File: config.mk
export PLATFORM = sky130hd
export DESIGN_NAME = bcrb_bank
export DESIGN_NICKNAME = d
export VERILOG_FILES = /design/src/design/bcrb_chan_seq.v /design/src/design/bcrb_bank.v
export VERILOG_INCLUDE_DIRS = /design/src /design/src/design
export SDC_FILE = /design/constraint.sdc
export NUM_CORES = 1
export LEC_CHECK = 0
export ABC_AREA = 1
export BUFFER_PORTS_ARGS = -buffer_cell sky130_fd_sc_hd__buf_2
export CAP_MARGIN = 20
export CORE_ASPECT_RATIO = 1.4
export CORE_UTILIZATION = 68
export DETAILED_ROUTE_END_ITERATION = 8
export HOLD_SLACK_MARGIN = 0.15
export PLACE_DENSITY = 0.89
export SYNTH_ARGS = -nofsm -noshare
export SYNTH_HDL_FRONTEND = slang
export SYNTH_SLANG_ARGS = --single-unit
File: constraint.sdc
create_clock -name core_clk -period 14.2 [get_ports core_clk]
set_input_delay 2.13 -clock core_clk [delete_from_list [all_inputs] [get_ports core_clk]]
set_output_delay 2.13 -clock core_clk [all_outputs]
set_load 0.01 [all_outputs]
File: src/design/bcrb_consts.vh
// constants for the buck configuration register bank: offsets, fields, defaults, timing
// assumes inclusion by the bank and the channel start-up sequencer only
`ifndef BCRB_CONSTS_VH
`define BCRB_CONSTS_VH
// ****************************************************
// register offsets
// ****************************************************
`define BCRB_OFS_VSET1 4'h0
`define BCRB_OFS_VSET2 4'h1
`define BCRB_OFS_VSET3 4'h2
`define BCRB_OFS_RAMP1 4'h3
`define BCRB_OFS_RAMP2 4'h4
`define BCRB_OFS_RAMP3 4'h5
`define BCRB_OFS_PEAK1 4'h6
`define BCRB_OFS_PEAK2 4'h7
`define BCRB_OFS_PEAK3 4'h8
`define BCRB_OFS_RATE 4'h9
`define BCRB_OFS_POWER 4'ha
// ****************************************************
// field masks (effective bits; others read zero)
// ****************************************************
`define BCRB_MSK_VSET 8'hff
`define BCRB_MSK_RAMP 8'h77
`define BCRB_MSK_PEAK 8'h07
`define BCRB_MSK_RATE 8'h7f
`define BCRB_MSK_POWER 8'h4f
`define BCRB_EXT_BIT 7
`define BCRB_POWER_SKIP_BIT 3
`define BCRB_POWER_UV_BIT 6
// ****************************************************
// factory defaults
// ****************************************************
`define BCRB_RST_VSET 8'h00
`define BCRB_RST_RAMP 8'h15
`define BCRB_RST_PEAK 8'h05
`define BCRB_RST_RATE 8'h40
`define BCRB_RST_POWER 8'h7f
// ****************************************************
// switching rate and timing
// ****************************************************
`define BCRB_RATE_MAX_CODE 5'h0c
`define BCRB_RATE_BASE_10KHZ 11'd44
`define BCRB_RATE_STEP_10KHZ 11'd14
`define BCRB_CORE_CLK_10KHZ 11'd2000
`define BCRB_REF_FSW_KHZ 440
`define BCRB_SS_UNIT_MS 1
`define BCRB_DLY_UNIT_MS 10
`define BCRB_SS_UNIT_CYC (`BCRB_SS_UNIT_MS * `BCRB_REF_FSW_KHZ)
`define BCRB_DLY_UNIT_CYC (`BCRB_DLY_UNIT_MS * `BCRB_REF_FSW_KHZ)
`endif

File: src/design/bcrb_chan_seq.v
// one channel start-up sequencer: delay, then soft-start ramp of the reference code
// assumes a one-cycle switching tick and a one-cycle start pulse from the bank
`timescale 1ns/1ps
`default_nettype none
`include "bcrb_consts.vh"
module bcrb_chan_seq (
	input wire core_clk,
	input wire nrst,
	input wire sw_tick,
	input wire start,
	input wire stop,
	input wire [2:0] wait_code,
	input wire [2:0] ramp_code,
	input wire [6:0] target,
	output reg active_r,
	output reg done_r,
	output reg [6:0] ref_r
);
	localparam ST_IDLE = 4'b0001;
	localparam ST_WAIT = 4'b0010;
	localparam ST_RAMP = 4'b0100;
	localparam ST_ON = 4'b1000;
	reg [3:0] state_r;
	reg [14:0] cnt_r;
	reg [11:0] acc_r;
	wire [14:0] wait_cyc;
	wire [11:0] ramp_cyc;
	wire [11:0] acc_sum;
	wire [31:0] wait_full;
	wire [31:0] ramp_full;
	// times in switching cycles, so they scale with the selected rate
	// products fit easily: 7*4400 in 15 bits, 8*440 in 12 bits
	assign wait_full = wait_code * `BCRB_DLY_UNIT_CYC;
	assign ramp_full = (ramp_code + 32'd1) * `BCRB_SS_UNIT_CYC;
	assign wait_cyc = wait_full[14:0];
	assign ramp_cyc = ramp_full[11:0];
	assign acc_sum = acc_r + {5'h00, target};
	// delay then bresenham ramp: target < ramp_cyc, so one step per tick at most
	always @(posedge core_clk or negedge nrst)
	begin
		if (!nrst)
		begin
			state_r <= ST_IDLE;
			cnt_r <= 15'h0000;
			acc_r <= 12'h000;
			ref_r <= 7'h00;
			active_r <= 1'b0;
			done_r <= 1'b0;
		end
		else if (stop)
		begin
			state_r <= ST_IDLE;
			ref_r <= 7'h00;
			active_r <= 1'b0;
			done_r <= 1'b0;
		end
		else
		begin
			case (state_r)
				ST_IDLE:
				begin
					if (start)
					begin
						state_r <= ST_WAIT;
						cnt_r <= 15'h0000;
						acc_r <= 12'h000;
						ref_r <= 7'h00;
					end
				end
				ST_WAIT:
				begin
					if (cnt_r >= wait_cyc)
					begin
						state_r <= ST_RAMP;
						active_r <= 1'b1;
						cnt_r <= 15'h0000;
					end
					else if (sw_tick)
						cnt_r <= cnt_r + 15'h0001;
				end
				ST_RAMP:
				begin
					if (cnt_r[11:0] >= ramp_cyc)
					begin
						state_r <= ST_ON;
						ref_r <= target;
						done_r <= 1'b1;
					end
					else if (sw_tick)
					begin
						cnt_r <= cnt_r + 15'h0001;
						if (acc_sum >= ramp_cyc)
						begin
							acc_r <= acc_sum - ramp_cyc;
							ref_r <= ref_r + 7'h01;
						end
						else
							acc_r <= acc_sum;
					end
				end
				ST_ON:
					ref_r <= target; // live code changes follow once ramped
				default:
					state_r <= ST_IDLE;
			endcase
		end
	end
endmodule
`default_nettype wire

File: src/design/bcrb_bank.v
// configuration register bank for a three-channel buck controller
// assumes a serial bus engine delivering one-cycle read/write strobes and an nvm loader
`timescale 1ns/1ps
`default_nettype none
`include "bcrb_consts.vh"
// Functional notes
// - voltage registers hold a 7-bit code, 0.8 V plus 50 mV per step.
// - external-feedback bit set means the voltage code is ignored.
// - channel 2 and 3 voltage registers default to 00h.
// - ramp code n gives n+1 ms soft-start at 440 kHz.
// - wait code n gives n times 10 ms start delay at 440 kHz.
// - ramp and wait are counted in switching cycles, scaling with rate.
// - ramp/wait registers default to 6 ms ramp and 10 ms wait.
// - ramp/wait registers keep six bits; bits 7 and 3 ignored.
// - peak current code in bits 2:0, 001..110 give 2..4.5 A.
// - peak current registers default to 05h, 4 A.
// - rate code bits 4:0, 00..0C give 0.44..2.12 MHz.
// - rate code defaults to zero, 440 kHz.
// - phase bits 6:5 choose which channels run 180 degrees opposite.
// - phase defaults to 10b, channel 3 opposite; bit 7 ignored.
// - channel 1 voltage register has the same layout as channels 2, 3.
// - power register bits 2:0 pick channels started on enable rising.
module bcrb_bank (
	input wire core_clk,
	input wire nrst,
	input wire [7:0] reg_addr,
	input wire [7:0] reg_wdata,
	input wire reg_wr,
	input wire reg_rd,
	output reg [7:0] reg_rdata_r,
	input wire nvm_wr,
	input wire [7:0] nvm_addr,
	input wire [7:0] nvm_data,
	input wire enable_pin,
	output reg [6:0] vcode_ch1_r,
	output reg [6:0] vcode_ch2_r,
	output reg [6:0] vcode_ch3_r,
	output reg external_feedback_sel_ch1_r,
	output reg external_feedback_sel_ch2_r,
	output reg external_feedback_sel_ch3_r,
	output reg [2:0] peak_current_code_ch1_r,
	output reg [2:0] peak_current_code_ch2_r,
	output reg [2:0] peak_current_code_ch3_r,
	output reg [2:0] peak_reserved_r,
	output reg [4:0] switching_rate_code_r,
	output reg rate_reserved_r,
	output reg [2:0] phase_invert_r,
	output reg pulse_skip_en_r,
	output reg uv_high_sel_r,
	output reg sw_tick_r,
	output wire [2:0] ch_active,
	output wire [2:0] ch_ramp_done,
	output wire [6:0] ref_ch1,
	output wire [6:0] ref_ch2,
	output wire [6:0] ref_ch3
);
	// ****************************************************
	// functions
	// ****************************************************
	// map an 8-bit address onto a local register index, f when unmapped
	function [3:0] bcrb_index;
		input [7:0] addr;
		begin
			if (addr[7:4] == 4'h0 && addr[3:0] <= `BCRB_OFS_POWER)
				bcrb_index = addr[3:0];
			else
				bcrb_index = 4'hf;
		end
	endfunction

	// effective-bit mask per register; dropped bits read back zero
	function [7:0] bcrb_mask;
		input [3:0] idx;
		begin
			case (idx)
				`BCRB_OFS_VSET1, `BCRB_OFS_VSET2, `BCRB_OFS_VSET3:
					bcrb_mask = `BCRB_MSK_VSET;
				`BCRB_OFS_RAMP1, `BCRB_OFS_RAMP2, `BCRB_OFS_RAMP3:
					bcrb_mask = `BCRB_MSK_RAMP;
				`BCRB_OFS_PEAK1, `BCRB_OFS_PEAK2, `BCRB_OFS_PEAK3:
					bcrb_mask = `BCRB_MSK_PEAK;
				`BCRB_OFS_RATE:
					bcrb_mask = `BCRB_MSK_RATE;
				`BCRB_OFS_POWER:
					bcrb_mask = `BCRB_MSK_POWER;
				default:
					bcrb_mask = 8'h00;
			endcase
		end
	endfunction

	// peak current codes outside 001..110 are reserved
	function bcrb_peak_bad;
		input [2:0] code;
		begin
			bcrb_peak_bad = (code == 3'h0) || (code == 3'h7);
		end
	endfunction

	// ****************************************************
	// register storage
	// ****************************************************
	reg [7:0] regs_r [0:10];
	reg [7:0] regs_nxt [0:10];
	reg [3:0] wr_idx;
	reg [7:0] wr_val;
	reg wr_go;
	wire [3:0] rd_idx;
	integer i;
	integer j;

	assign rd_idx = bcrb_index(reg_addr);

	// nvm load wins over a host write in the same cycle, restoring stored defaults
	always @*
	begin
		wr_go = 1'b0;
		wr_idx = 4'hf;
		wr_val = 8'h00;
		if (nvm_wr)
		begin
			wr_idx = bcrb_index(nvm_addr);
			wr_val = nvm_data;
			wr_go = (wr_idx != 4'hf);
		end
		else if (reg_wr)
		begin
			wr_idx = rd_idx;
			wr_val = reg_wdata;
			wr_go = (wr_idx != 4'hf);
		end
		for (i = 0; i <= 10; i = i + 1)
			regs_nxt[i] = regs_r[i];
		if (wr_go)
			regs_nxt[wr_idx] = wr_val & bcrb_mask(wr_idx);
	end

	// factory defaults at reset
	always @(posedge core_clk or negedge nrst)
	begin
		if (!nrst)
		begin
			regs_r[`BCRB_OFS_VSET1] <= `BCRB_RST_VSET;
			regs_r[`BCRB_OFS_VSET2] <= `BCRB_RST_VSET;
			regs_r[`BCRB_OFS_VSET3] <= `BCRB_RST_VSET;
			regs_r[`BCRB_OFS_RAMP1] <= `BCRB_RST_RAMP;
			regs_r[`BCRB_OFS_RAMP2] <= `BCRB_RST_RAMP;
			regs_r[`BCRB_OFS_RAMP3] <= `BCRB_RST_RAMP;
			regs_r[`BCRB_OFS_PEAK1] <= `BCRB_RST_PEAK;
			regs_r[`BCRB_OFS_PEAK2] <= `BCRB_RST_PEAK;
			regs_r[`BCRB_OFS_PEAK3] <= `BCRB_RST_PEAK;
			regs_r[`BCRB_OFS_RATE] <= `BCRB_RST_RATE;
			regs_r[`BCRB_OFS_POWER] <= `BCRB_RST_POWER & `BCRB_MSK_POWER;
		end
		else
		begin
			// own loop index, so the decode process keeps its variable to itself
			for (j = 0; j <= 10; j = j + 1)
				regs_r[j] <= regs_nxt[j];
		end
	end

	// ****************************************************
	// register read port
	// ****************************************************
	// data stands one cycle after the read strobe; unmapped reads return zero
	always @(posedge core_clk or negedge nrst)
	begin
		if (!nrst)
			reg_rdata_r <= 8'h00;
		else if (reg_rd)
		begin
			if (rd_idx != 4'hf)
				reg_rdata_r <= regs_r[rd_idx];
			else
				reg_rdata_r <= 8'h00;
		end
	end

	// ****************************************************
	// decoded settings
	// ****************************************************
	wire [7:0] rate_reg;
	wire [4:0] rate_field;
	reg [2:0] phase_nxt;
	assign rate_reg = regs_r[`BCRB_OFS_RATE];
	assign rate_field = rate_reg[4:0];

	// phase field to per-channel inversion {ch3, ch2, ch1}
	always @*
	begin
		case (rate_reg[6:5])
			2'b00: phase_nxt = 3'b000;
			2'b01: phase_nxt = 3'b001;
			2'b10: phase_nxt = 3'b100;
			2'b11: phase_nxt = 3'b010;
			default: phase_nxt = 3'b000;
		endcase
	end

	// outputs registered so the analog side never sees decode glitches
	always @(posedge core_clk or negedge nrst)
	begin
		if (!nrst)
		begin
			vcode_ch1_r <= 7'h00;
			vcode_ch2_r <= 7'h00;
			vcode_ch3_r <= 7'h00;
			external_feedback_sel_ch1_r <= 1'b0;
			external_feedback_sel_ch2_r <= 1'b0;
			external_feedback_sel_ch3_r <= 1'b0;
			peak_current_code_ch1_r <= 3'h5;
			peak_current_code_ch2_r <= 3'h5;
			peak_current_code_ch3_r <= 3'h5;
			peak_reserved_r <= 3'b000;
			switching_rate_code_r <= 5'h00;
			rate_reserved_r <= 1'b0;
			phase_invert_r <= 3'b100;
			pulse_skip_en_r <= 1'b0;
			uv_high_sel_r <= 1'b0;
		end
		else
		begin
			vcode_ch1_r <= regs_r[`BCRB_OFS_VSET1][6:0];
			vcode_ch2_r <= regs_r[`BCRB_OFS_VSET2][6:0];
			vcode_ch3_r <= regs_r[`BCRB_OFS_VSET3][6:0];
			external_feedback_sel_ch1_r <= regs_r[`BCRB_OFS_VSET1][`BCRB_EXT_BIT];
			external_feedback_sel_ch2_r <= regs_r[`BCRB_OFS_VSET2][`BCRB_EXT_BIT];
			external_feedback_sel_ch3_r <= regs_r[`BCRB_OFS_VSET3][`BCRB_EXT_BIT];
			peak_current_code_ch1_r <= regs_r[`BCRB_OFS_PEAK1][2:0];
			peak_current_code_ch2_r <= regs_r[`BCRB_OFS_PEAK2][2:0];
			peak_current_code_ch3_r <= regs_r[`BCRB_OFS_PEAK3][2:0];
			peak_reserved_r[0] <= bcrb_peak_bad(regs_r[`BCRB_OFS_PEAK1][2:0]);
			peak_reserved_r[1] <= bcrb_peak_bad(regs_r[`BCRB_OFS_PEAK2][2:0]);
			peak_reserved_r[2] <= bcrb_peak_bad(regs_r[`BCRB_OFS_PEAK3][2:0]);
			switching_rate_code_r <= rate_field;
			rate_reserved_r <= (rate_field > `BCRB_RATE_MAX_CODE);
			phase_invert_r <= phase_nxt;
			pulse_skip_en_r <= regs_r[`BCRB_OFS_POWER][`BCRB_POWER_SKIP_BIT];
			uv_high_sel_r <= regs_r[`BCRB_OFS_POWER][`BCRB_POWER_UV_BIT];
		end
	end

	// ****************************************************
	// switching-cycle tick
	// ****************************************************
	// fractional divider in 10 kHz units: 44 + 14*code per core cycle out of 2000
	// gives the exact rate on average; reserved rate codes run at the top rate
	wire [4:0] rate_eff;
	wire [10:0] rate_inc;
	wire [11:0] phase_sum;
	reg [10:0] phase_acc_r;
	assign rate_eff = (rate_field > `BCRB_RATE_MAX_CODE) ? `BCRB_RATE_MAX_CODE : rate_field;
	assign rate_inc = `BCRB_RATE_BASE_10KHZ + rate_eff * `BCRB_RATE_STEP_10KHZ;
	assign phase_sum = {1'b0, phase_acc_r} + {1'b0, rate_inc};

	always @(posedge core_clk or negedge nrst)
	begin
		if (!nrst)
		begin
			phase_acc_r <= 11'h000;
			sw_tick_r <= 1'b0;
		end
		else if (phase_sum >= {1'b0, `BCRB_CORE_CLK_10KHZ})
		begin
			phase_acc_r <= phase_sum[10:0] - `BCRB_CORE_CLK_10KHZ;
			sw_tick_r <= 1'b1;
		end
		else
		begin
			phase_acc_r <= phase_sum[10:0];
			sw_tick_r <= 1'b0;
		end
	end

	// ****************************************************
	// enable pin and start-up sequencing
	// ****************************************************
	reg en_meta_r;
	reg en_sync_r;
	reg en_last_r;
	reg en_rise_r;
	reg en_fall_r;

	// two-stage synchroniser, edge detection only behind the second stage
	always @(posedge core_clk or negedge nrst)
	begin
		if (!nrst)
		begin
			en_meta_r <= 1'b0;
			en_sync_r <= 1'b0;
			en_last_r <= 1'b0;
			en_rise_r <= 1'b0;
			en_fall_r <= 1'b0;
		end
		else
		begin
			en_meta_r <= enable_pin;
			en_sync_r <= en_meta_r;
			en_last_r <= en_sync_r;
			en_rise_r <= en_sync_r & ~en_last_r;
			en_fall_r <= ~en_sync_r & en_last_r;
		end
	end

	// channels selected in the power register start on an enable rising edge
	wire [2:0] ch_sel;
	wire [6:0] tgt_ch1;
	wire [6:0] tgt_ch2;
	wire [6:0] tgt_ch3;
	assign ch_sel = regs_r[`BCRB_OFS_POWER][2:0];
	// external feedback ramps the full-scale fraction instead of the code
	assign tgt_ch1 = external_feedback_sel_ch1_r ? 7'h7f : vcode_ch1_r;
	assign tgt_ch2 = external_feedback_sel_ch2_r ? 7'h7f : vcode_ch2_r;
	assign tgt_ch3 = external_feedback_sel_ch3_r ? 7'h7f : vcode_ch3_r;

	bcrb_chan_seq u_seq1 (
		.core_clk(core_clk),
		.nrst(nrst),
		.sw_tick(sw_tick_r),
		.start(en_rise_r & ch_sel[0]),
		.stop(en_fall_r),
		.wait_code(regs_r[`BCRB_OFS_RAMP1][6:4]),
		.ramp_code(regs_r[`BCRB_OFS_RAMP1][2:0]),
		.target(tgt_ch1),
		.active_r(ch_active[0]),
		.done_r(ch_ramp_done[0]),
		.ref_r(ref_ch1)
	);

	bcrb_chan_seq u_seq2 (
		.core_clk(core_clk),
		.nrst(nrst),
		.sw_tick(sw_tick_r),
		.start(en_rise_r & ch_sel[1]),
		.stop(en_fall_r),
		.wait_code(regs_r[`BCRB_OFS_RAMP2][6:4]),
		.ramp_code(regs_r[`BCRB_OFS_RAMP2][2:0]),
		.target(tgt_ch2),
		.active_r(ch_active[1]),
		.done_r(ch_ramp_done[1]),
		.ref_r(ref_ch2)
	);

	bcrb_chan_seq u_seq3 (
		.core_clk(core_clk),
		.nrst(nrst),
		.sw_tick(sw_tick_r),
		.start(en_rise_r & ch_sel[2]),
		.stop(en_fall_r),
		.wait_code(regs_r[`BCRB_OFS_RAMP3][6:4]),
		.ramp_code(regs_r[`BCRB_OFS_RAMP3][2:0]),
		.target(tgt_ch3),
		.active_r(ch_active[2]),
		.done_r(ch_ramp_done[2]),
		.ref_r(ref_ch3)
	);
endmodule
`default_nettype wire

==> metrics.yaml, run 1 <==
ys_warn_count: 0
globalplace.congestion: 0.985
yosys.area.top_type: "dfrtp_1"
grt_pass1_wl_um: 97400
critPathMaxStageDelay_ns: 0.69
cp_max_fo: 24
drv_cap: 0
cts_buffer_depth: 3
die_w_um: 153
synthCells: 2993
finalMaxSlewViolations: 0
crit_required_ns: 14.66
grt.total_usage: 0.367
rsz0062_at_grt: "no"
path_delay_family: "adder cells"
hpwl_um: 43400
crit_buf_inv: 4
cts_max_level: 1
ir_drop_v: 0.000183
start_kind: "register"
crit_slowest_cell: "nor2_2"
numCtsBuffers: 29
tightest_slew_ns: 1.05
cts_setup_buffers: 0
r2r-end: "u_seq3.cnt_r[14]$_DFFE_PN0P_"
r2r_setup_slack_ns: 8.16
holdPathStages: 0
cp-end-kind: "register"
path_clk_slew_ns: 0.07
drc: 0
wl_per_cell_um: 16.9
io_buffers: 120
worstReg2RegStart: "regs_r[40]$_DFFE_PN1P_"
synthTopCellsByArea: "dfrtp_1 29%, nand2_1 16%, ha_1 12%, inv_1 6.5%, nand3_1 6.2%"
cp_data_arrival_time_ns: 6.50
root_buffer: "clkbuf_16"
postRouteAntennaNets: 0
ioPinCount: 121
hold_end: "en_sync_r$_DFF_PN0_"
antenna_cells: 0
layout-area-overhead-vs-synth_pct: 8.28
avgSynthCellArea_um2: 7.27
drt-initial-drc-count: 1960
grt_overflow_total: 0
fp.dieH_um: 214
drive_above_1_share: 0.110
start_util: 0.691
worst_path_most_repeated_cell: "nand2_1"
setup_viol: 0
antenna_found_initial: 1
fin_crit_ns: 6.04
hold_buffers: 0
placed_area_um2: 22500
finalSetupTns_ns: 0
yosysTopAreaCellShare: 0.285
grt_pass1_vias: 20800
max_freq_mhz: 166
synth_seq_cells: 279
dieArea_um2: 32700
drt-total-wl_um: 59200
largest_reg_flops: 77
nets: 3359
worst_r2r_path_depth: 23
finalHoldViolations: 0
synth_area_um2: 21800
core_um2: 31500
drt_pass1_iterations: 6
timing.final.crit_share: 0.425
clock_latency_ns: 0.57
fin_area_um2: 23600
vias: 20800
top_register: "regs_r"
worstHoldStart: "en_meta_r$_DFF_PN0_"
slew_headroom: 0.303
path_cells: "inv_1 > ha_1 > inv_1 > fa_1 > fa_1 > ha_1 > a21oi_1 > o21ai_0 > nand2_1 > nand2_1 > a21oi_1 > xor2_1 > ha_1 > nand2_1 > inv_1 > a21oi_1 > nand4_4 > nand2_2 > nand2_2 > nor2_2 > inv_1 > nand2_1 > nand2_1"
worst-setup-path-type: "reg -> reg"
num_rows: 77
cts_sinks: 279
powerDensity_nw_per_um2: 99.7
skew_ns: 0.0108
status: "complete, no violations"
grt_max_degree: 145
ys_seq_area_frac: 0.323
min_path_type: "reg -> reg"
power.leakage_nw: 13.4
cts_resized: 0
cts_tree: "yes"
via_per_inst: 5.93
ys_types: 58
[cells in the final DEF (no fill, tap or decap), types with 40 or more instances in the layout]
master | synthesis | final
o21ai_0 | 96 | 96
nand2_1 | 925 | 925
nand4_1 | 62 | 62
dfrtp_1 | 248 | 248
ha_1 | 215 | 215
nand3_1 | 270 | 270
o21ai_2 | 40 | 40
nor2_1 | 244 | 244
inv_1 | 378 | 378
buf_2 | 17 | 119
a21oi_1 | 97 | 97
xor2_1 | 59 | 59
[how the worst max path moves through the flow]
stage	start	end	slack (ns)	cells after the start
floorplan	regs_r[40]$_DFFE_PN1P_	u_seq3.acc_r[7]$_DFFE_PN0P_	9.58	24
global placement	reg_addr[0]	regs_r[56]$_DFFE_PN1P_	8.61	11
detailed placement	regs_r[40]$_DFFE_PN1P_	u_seq3.cnt_r[7]$_DFFE_PN0P_	8.34	23
CTS	regs_r[40]$_DFFE_PN1P_	u_seq3.cnt_r[14]$_DFFE_PN0P_	8.29	23
global route	regs_r[40]$_DFFE_PN1P_	u_seq3.cnt_r[13]$_DFFE_PN0P_	7.75	24
finish	regs_r[40]$_DFFE_PN1P_	u_seq3.cnt_r[14]$_DFFE_PN0P_	8.16	23
[per-stage QoR]
| stage | utilization | power (mW) | cells | setup WS [ns] | hold slack, ns |
|---|---|---|---|---|---|
| after global placement | 0.714 | 1.46 | 3447 | 8.61 | 0.336 |
| after detailed placement | 0.714 | 1.49 | 3447 | 8.34 | 0.336 |
| after CTS | 0.748 | 2.34 | 3501 | 8.29 | 0.350 |
| after global routing | 0.748 | 2.46 | 3502 | 7.75 | 0.368 |
| final | 0.748 | 2.35 | 3502 | 8.16 | 0.348 |
| after floorplan | - | 1.34 | 2995 | 9.58 | 0.331 |
[cells in the mapped netlist (all sizes together)]
| cell | n |
|---|---|
| a31oi | 5 |
| a31o | 3 |
| a22oi | 2 |
| nor4 | 2 |
| ha | 215 |
| a21boi | 1 |
| nand3b | 11 |
| dfrtp | 248 |
| nand4 | 65 |
| xnor2 | 34 |
| clkinv | 7 |
| and2 | 2 |
| o21bai | 15 |
| fa | 22 |
| xor2 | 59 |
| buf | 48 |
| a21oi | 99 |
| inv | 389 |
| conb | 2 |
| o22ai | 4 |
| nand3 | 282 |
| or2 | 14 |
| dfstp | 31 |
| o211ai | 1 |
| a22o | 7 |
| nor3 | 20 |
| clkbuf | 23 |
| a21o | 10 |
| o21a | 4 |
| nor3b | 1 |
| o21ai | 163 |
| nor2 | 259 |
| nand2 | 945 |
[power by group]
part	internal (mW)	switching, mW
clock	0.503	0.353
combinational	0.176	0.460
sequential	0.832	0.0258
total	1.51	0.838
[worst reg2reg max path: cells and delay by family (launching register included)]
kind / cells / cell delay [ns]
AO/OA/AOI/OAI: 4 / 0.78
buffers and inverters: 4 / 0.69
XOR/XNOR: 1 / 0.20
flip-flops: 1 / 0.62
adder cells (fa/ha/maj): 5 / 1.99
AND/OR/NAND/NOR: 9 / 1.66
[final cells by class]
| cell class | count | area [um2] |
|---|---|---|
| inverter | 396 | 1490 |
| clock inverter | 20 | 284 |
| timing repair buffer | 129 | 694 |
| multi-input combinational | 2249 | 12800 |
| tap | 395 | 494 |
| clock buffer | 34 | 774 |
| fill | 2330 | 7940 |
| sequential | 279 | 7020 |
[cell families after synthesis]
group,after synthesis,share of synthesized area
AO/OA/AOI/OAI,314,0.0867
adder cells (fa/ha/maj),237,0.144
XOR/XNOR,93,0.0374
AND/OR/NAND/NOR,1601,0.320
buffers and inverters,467,0.0894
other,2,0.000345
flip-flops,279,0.323
[layer usage]
| metal | up-vias | GRT usage | share of wire |
|---|---|---|---|
| li1 | 9776 | - | - |
| met1 | 9624 | 0.415 | 0.37 |
| met5 | - | 0 | 0.00015 |
| met3 | 297 | 0.0622 | 0.075 |
| met4 | 2 | 0.266 | 0.068 |
| met2 | 1056 | 0.633 | 0.48 |
No activity file was read; power rests on OpenSTA's default activity.
==> inputs of run 2 (changes only) <==
Settings changed: CORE_UTILIZATION 68 to 63, PLACE_DENSITY 0.89 to 0.84.
Clock period 14.2 ns to 6 ns, I/O delays scaled along.
==> run 2 against run 1 <==
Effect of this change:
- non-clock buffer count increased by 4
- sequential share of layout area decreased by 0.10 points
- clock power is 130% higher
- core utilization down 5.3 points
- combinational power grew 140%
- critical path type unchanged
==> metrics.yaml, run 2 (synthesis gave the netlist of run 1 again) <==
status: "complete, no violations"
tightest_slew_ns: 0.848  # -0.197 ns
max_freq_mhz: 183  # +10%
fin_crit_ns: 5.46  # -0.572 ns
drt_pass1_iterations: 6  # unchanged
p_clk_frac: 0.353  # -0.011
post-place-ws_ns: 0.590  # -7.75 ns
layout-area-overhead-vs-synth_pct: 8.65
final_cell_mix: "925 x nand2_1, 378 x inv_1, 270 x nand3_1, 248 x dfrtp_1, 244 x nor2_1"
cts_max_level: 1  # unchanged
cts_resized: 0  # unchanged
seqPwrFrac: 0.372  # +0.007
start_util: 0.640  # -0.0513
worst_path_most_repeated_cell: "ha_1"
grt_pass1_vias: 20100  # -3.3%
power.leakage_nw: 13.4  # about the same
switchingPower_mw: 1.95  # +130%
cp-end-kind: "register"
postRouteAntennaNets: 0  # unchanged
fin_area_um2: 23600  # +0.34%
path_clk_slew_ns: 0.06  # about the same
fin_util: 0.695  # -0.0532
hold_buffers: 0  # unchanged
whs_ns: 0.239  # -0.110 ns
core_um2: 34000  # +8.0%
numCtsBuffers: 29  # unchanged
wl_per_cell_um: 16.2  # -4.1%
grt_pass1_wl_um: 96400  # -1.0%
fp.dieH_um: 222  # +3.9%
ir_drop_v: 0.000373  # +100%
skew_ns: 0.0240  # +0.0132 ns
drt-initial-drc-count: 1653  # -16%
power_mw: 5.46  # +130%
crit_slowest_cell: "dfstp_2"
crit_start: "regs_r[48]$_DFFE_PN1P_"
root_buffer: "clkbuf_16"
drive_above_1_share: 0.110  # +0.000180
critPathMaxStageDelay_ns: 0.59  # -0.10 ns
setup_viol: 0  # unchanged
cts_setup_buffers: 0  # unchanged
switching_share: 0.358  # +0.000977
clock_latency_ns: 0.59  # +0.02 ns
dieArea_um2: 35300  # +7.8%
final_common_cell: "nand2_1"
cts_sinks: 279  # unchanged
ioPinCount: 121  # unchanged
largest_reg_flops: 77  # unchanged
start_kind: "register"
stdcell_count: 3563  # +1.7%
worstReg2RegStart: "regs_r[48]$_DFFE_PN1P_"
hpwl_um: 43500  # +0.19%
grt_max_degree: 128  # -12%
slew_headroom: 0.433  # +0.130
nets: 3363  # +0.12%
fin_ws_ns: 0.535  # -7.63 ns
antenna_found_initial: 1  # unchanged
drt-total-wl_um: 57700  # -2.4%
finalHoldViolations: 0  # unchanged
via_per_inst: 5.70  # -3.8%
p_int_mw: 3.51  # +130%
finalMaxSlewViolations: 0  # unchanged
min_path_type: "in -> async"
worst-setup-path-type: "reg -> reg"
drc: 0  # unchanged
dpl.cell_count: 3506  # +1.7%
drv_cap: 0  # unchanged
die_w_um: 159  # +3.8%
timing.final.crit_share: 0.911  # +0.486
crit_required_ns: 6.43  # -8.23 ns
globalplace.congestion: 0.965  # -2.0%
powerDensity_nw_per_um2: 231  # +130%
cp_data_arrival_time_ns: 5.90  # -0.60 ns
cts_buffer_depth: 3  # unchanged
cts_tree: "yes"
finalSetupTns_ns: 0  # unchanged
path_cells: "inv_1 > ha_1 > fa_1 > inv_1 > ha_1 > fa_1 > a31o_2 > xnor2_1 > ha_1 > a21oi_1 > nor2_1 > nor2_2 > nand3_1 > nand2_2 > nand2_2 > nor2_2 > nor2_1"
placed_area_um2: 22600  # +0.41%
grt.total_usage: 0.332  # -0.0350
grt_overflow_total: 0  # unchanged
vias: 20300  # -2.1%
cp_max_fo: 16  # -33%
p_comb_frac: 0.275  # +0.004
io_buffers: 120  # unchanged
num_rows: 80  # +3.9%
top_register: "regs_r"
rsz0062_at_grt: "no"
[run 2: changes by cell type in the layout (fill, tap and decap cells not counted), sizes merged]
cell | before | now
buf | 129 | 133
inv | 391 | 390
diode | 0 | 1
clkinvlp | 3 | 4
clkbuf | 34 | 41
bufinv | 6 | 3
clkinv | 16 | 12
[run 2: area by class of cell]
class,instances,area (um2)
multi-input combinational,2249,12800
antenna,1,2.50
timing repair buffer,133,744
clock inverter,13,176
inverter,396,1490
tap,451,564
fill,2841,10400
clock buffer,41,841
sequential,279,7020
[run 2: path summary, 6_finish.rpt]
| check | to | slack (ns) | cells after the start |
|---|---|---|---|
| max | u_seq2.cnt_r[7]$_DFFE_PN0P_ | 0.54 | 17 |
| min | u_seq1.acc_r[10]$_DFFE_PN0P_ | 0.24 | 1 |
| max reg2reg | u_seq2.cnt_r[7]$_DFFE_PN0P_ | 0.54 | 17 |
| min reg2reg | peak_current_code_ch3_r[0]$_DFF_PN1_ | 0.39 | 0 |
| max in group asynchronous | u_seq2.acc_r[9]$_DFFE_PN0P_ | 4.62 | 2 |
| min in group core_clk | peak_current_code_ch3_r[0]$_DFF_PN1_ | 0.39 | 0 |
[run 2: critical path: cells and delay by family (launching register included)]
| family | cells | cell delay [ns] |
|---|---|---|
| flops | 1 | 0.59 |
| buf+inv | 2 | 0.17 |
| compound gates | 2 | 0.39 |
| fa+ha+maj | 5 | 2.03 |
| xor+xnor | 1 | 0.22 |
| simple gates | 7 | 1.92 |
[run 2: power groups by stage]
stage	combinational, mW	clock (mW)	sequential [mW]
finish	1.50	1.93	2.03
global route	1.70	2.02	2.04
CTS	1.48	1.94	2.03
detailed placement	1.46	0	2.06
global placement	1.41	0	2.06
floorplan	1.13	0	2.05
[run 2: layer usage]
layer | up-vias | share of wire | track usage
met2 | 812 | 0.49 | 0.583
met4 | 2 | 0.056 | 0.183
met3 | 231 | 0.057 | 0.0367
li1 | 9809 | - | -
met5 | - | 0.00019 | 0
met1 | 9461 | 0.39 | 0.398
==> inputs of run 3 (changes only) <==
Settings changed: CORE_ASPECT_RATIO 1.4 to not set.
==> run 3 against run 2 <==
Effect of this change:
- clock skew is 0.0099 ns lower
- fmax down 1.4%
- wire length is 0.50% higher
- sequential power about the same
- power grew 1.8%
- via count is essentially flat
- combinational power is essentially flat
- hold slack improved by 0.11 ns
- largest cell class unchanged
==> metrics.yaml, run 3 (synthesis gave the netlist of run 1 again) <==
placed_area_um2: 22600  # about the same
grt_overflow_total: 0  # unchanged
status: "complete, no violations"
drt-initial-drc-count: 1867  # +13%
clock_latency_ns: 0.57  # -0.02 ns
crit_required_ns: 6.42  # about the same
hpwl_um: 43200  # -0.67%
core_um2: 33800  # -0.73%
cp_max_fo: 16  # unchanged
final_cell_mix: "925 x nand2_1, 378 x inv_1, 270 x nand3_1, 248 x dfrtp_1, 244 x nor2_1"
grt.total_usage: 0.332  # about the same
ir_drop_v: 0.000288  # -23%
cts_tree: "yes"
path_cells: "inv_1 > ha_1 > fa_1 > inv_1 > ha_1 > ha_1 > a21oi_1 > nand2_1 > a21o_1 > a21oi_1 > xor2_1 > ha_1 > nand2_1 > nor2_1 > nor2_2 > nand3_1 > nand2_2 > nand2_2 > nor2_2 > nor2_1"
fp.dieH_um: 188  # -15%
finalHoldViolations: 0  # unchanged
layout-area-overhead-vs-synth_pct: 8.78
via_per_inst: 5.70  # about the same
finalSetupTns_ns: 0  # unchanged
cts_max_level: 1  # unchanged
cts_resized: 0  # unchanged
critPathMaxStageDelay_ns: 0.59  # about the same
drc: 0  # unchanged
grt_pass1_vias: 20000  # -0.22%
fin_util: 0.701  # +0.00594
postRouteAntennaNets: 0  # unchanged
multiInputGateArea_um2: 12800  # unchanged
dieArea_um2: 35300  # about the same
worst-setup-path-type: "reg -> reg"
largest_reg_flops: 77  # unchanged
worst_path_most_repeated_cell: "ha_1"
drive_above_1_share: 0.112  # +0.00214
die_w_um: 188  # +18%
final_common_cell: "nand2_1"
drt_pass1_iterations: 5  # -1
io_buffers: 120  # unchanged
max_freq_mhz: 180  # -1.4%
power.leakage_nw: 13.5  # +0.34%
cp-end-kind: "register"
fin_area_um2: 23700  # +0.12%
drt-total-wl_um: 58000  # +0.50%
hold_buffers: 0  # unchanged
whs_ns: 0.348  # +0.109 ns
power_mw: 5.56  # +1.8%
rsz0062_at_grt: "no"
cts_setup_buffers: 0  # unchanged
setup_viol: 0  # unchanged
ioPinCount: 121  # unchanged
cts_buffer_depth: 3  # unchanged
num_rows: 67  # -16%
nFillCells: 2822  # -0.67%
timing.final.crit_share: 0.923  # +0.0126
root_buffer: "clkbuf_16"
numCtsBuffers: 30  # +3.4%
cts_sinks: 279  # unchanged
slew_headroom: 0.368  # -0.0649
antenna_found_initial: 1  # unchanged
start_kind: "register"
globalplace.congestion: 0.960  # -0.56%
tightest_slew_ns: 0.947  # +0.0994 ns
fin_crit_ns: 5.54  # +0.0757 ns
register_area_um2: 7020  # unchanged
finalMaxSlewViolations: 0  # unchanged
post-place-ws_ns: 0.499  # -0.0909 ns
skew_ns: 0.0142  # -0.00985 ns
dpl.cell_count: 3506  # unchanged
cp_data_arrival_time_ns: 5.96  # +0.06 ns
fin_ws_ns: 0.459  # -0.0757 ns
stdcell_count: 3563  # unchanged
crit_slowest_cell: "dfstp_2"
wl_per_cell_um: 16.3  # +0.50%
drv_cap: 0  # unchanged
vias: 20300  # -0.074%
min_path_type: "reg -> reg"
grt_max_degree: 118  # -7.8%
nets: 3365  # +0.059%
grt_pass1_wl_um: 96500  # +0.14%
powerDensity_nw_per_um2: 235  # +1.7%
start_util: 0.644  # +0.00471
path_clk_slew_ns: 0.06  # about the same
top_register: "regs_r"
-- run 3: cell count changes in the layout (fill, tap and decap cells not counted), sizes merged --
| cell | previous run | this run |
|---|---|---|
| buf | 133 | 134 |
| bufinv | 3 | 4 |
| clkinv | 12 | 17 |
| clkbuf | 41 | 39 |
| inv | 390 | 391 |
| clkinvlp | 4 | 1 |
-- run 3: area by class of cell --
type | instances | share of cell area
Sequential cell | 279 | 0.297
Multi-Input combinational cell | 2249 | 0.541
Timing Repair Buffer | 134 | 0.0302
Tap cell | 448 | 0.0237
Inverter | 396 | 0.0631
Clock inverter | 17 | 0.00851
Antenna cell | 1 | 0.000106
Clock buffer | 39 | 0.0370
-- run 3: final timing paths --
kind | start | to | slack, ns | cells past startpoint
setup / recovery | regs_r[48]$_DFFE_PN1P_ | u_seq2.cnt_r[5]$_DFFE_PN0P_ | 0.46 | 20
hold / removal | en_meta_r$_DFF_PN0_ | en_sync_r$_DFF_PN0_ | 0.35 | 0
setup reg to reg | regs_r[48]$_DFFE_PN1P_ | u_seq2.cnt_r[5]$_DFFE_PN0P_ | 0.46 | 20
hold reg to reg | en_meta_r$_DFF_PN0_ | en_sync_r$_DFF_PN0_ | 0.35 | 0
max in group asynchronous | nrst | u_seq1.active_r$_DFFE_PN0P_ | 4.07 | 2
min in group asynchronous | nrst | u_seq3.acc_r[0]$_DFFE_PN0P_ | 0.39 | 1
-- run 3: layer usage --
layer  vias to the layer above  wire length (um)  track usage
met3                       191              3830       0.0432
met1                      9491             24800        0.436
met2                       809             26900        0.550
met4                         0              2500        0.146
met5                         -                 0            0
li1                       9809                 -            -
-- run 3: power breakdown --
group	internal [mW]	leakage, nW	total (mW)	switching [mW]
clock	1.20	0.540	2.03	0.824
combinational	0.421	9.18	1.51	1.09
sequential	1.97	3.73	2.03	0.0569
total	3.59	13.5	5.56	1.97
-- run 3: critical path, delay by kind of cell, from the launching register on --
family / cells / cell delay, ns
XOR/XNOR: 1 / 0.32
AO/OA/AOI/OAI: 3 / 0.45
flip-flops: 1 / 0.59
AND/OR/NAND/NOR: 9 / 2.11
buffers and inverters: 2 / 0.16
adder cells (fa/ha/maj): 5 / 1.78
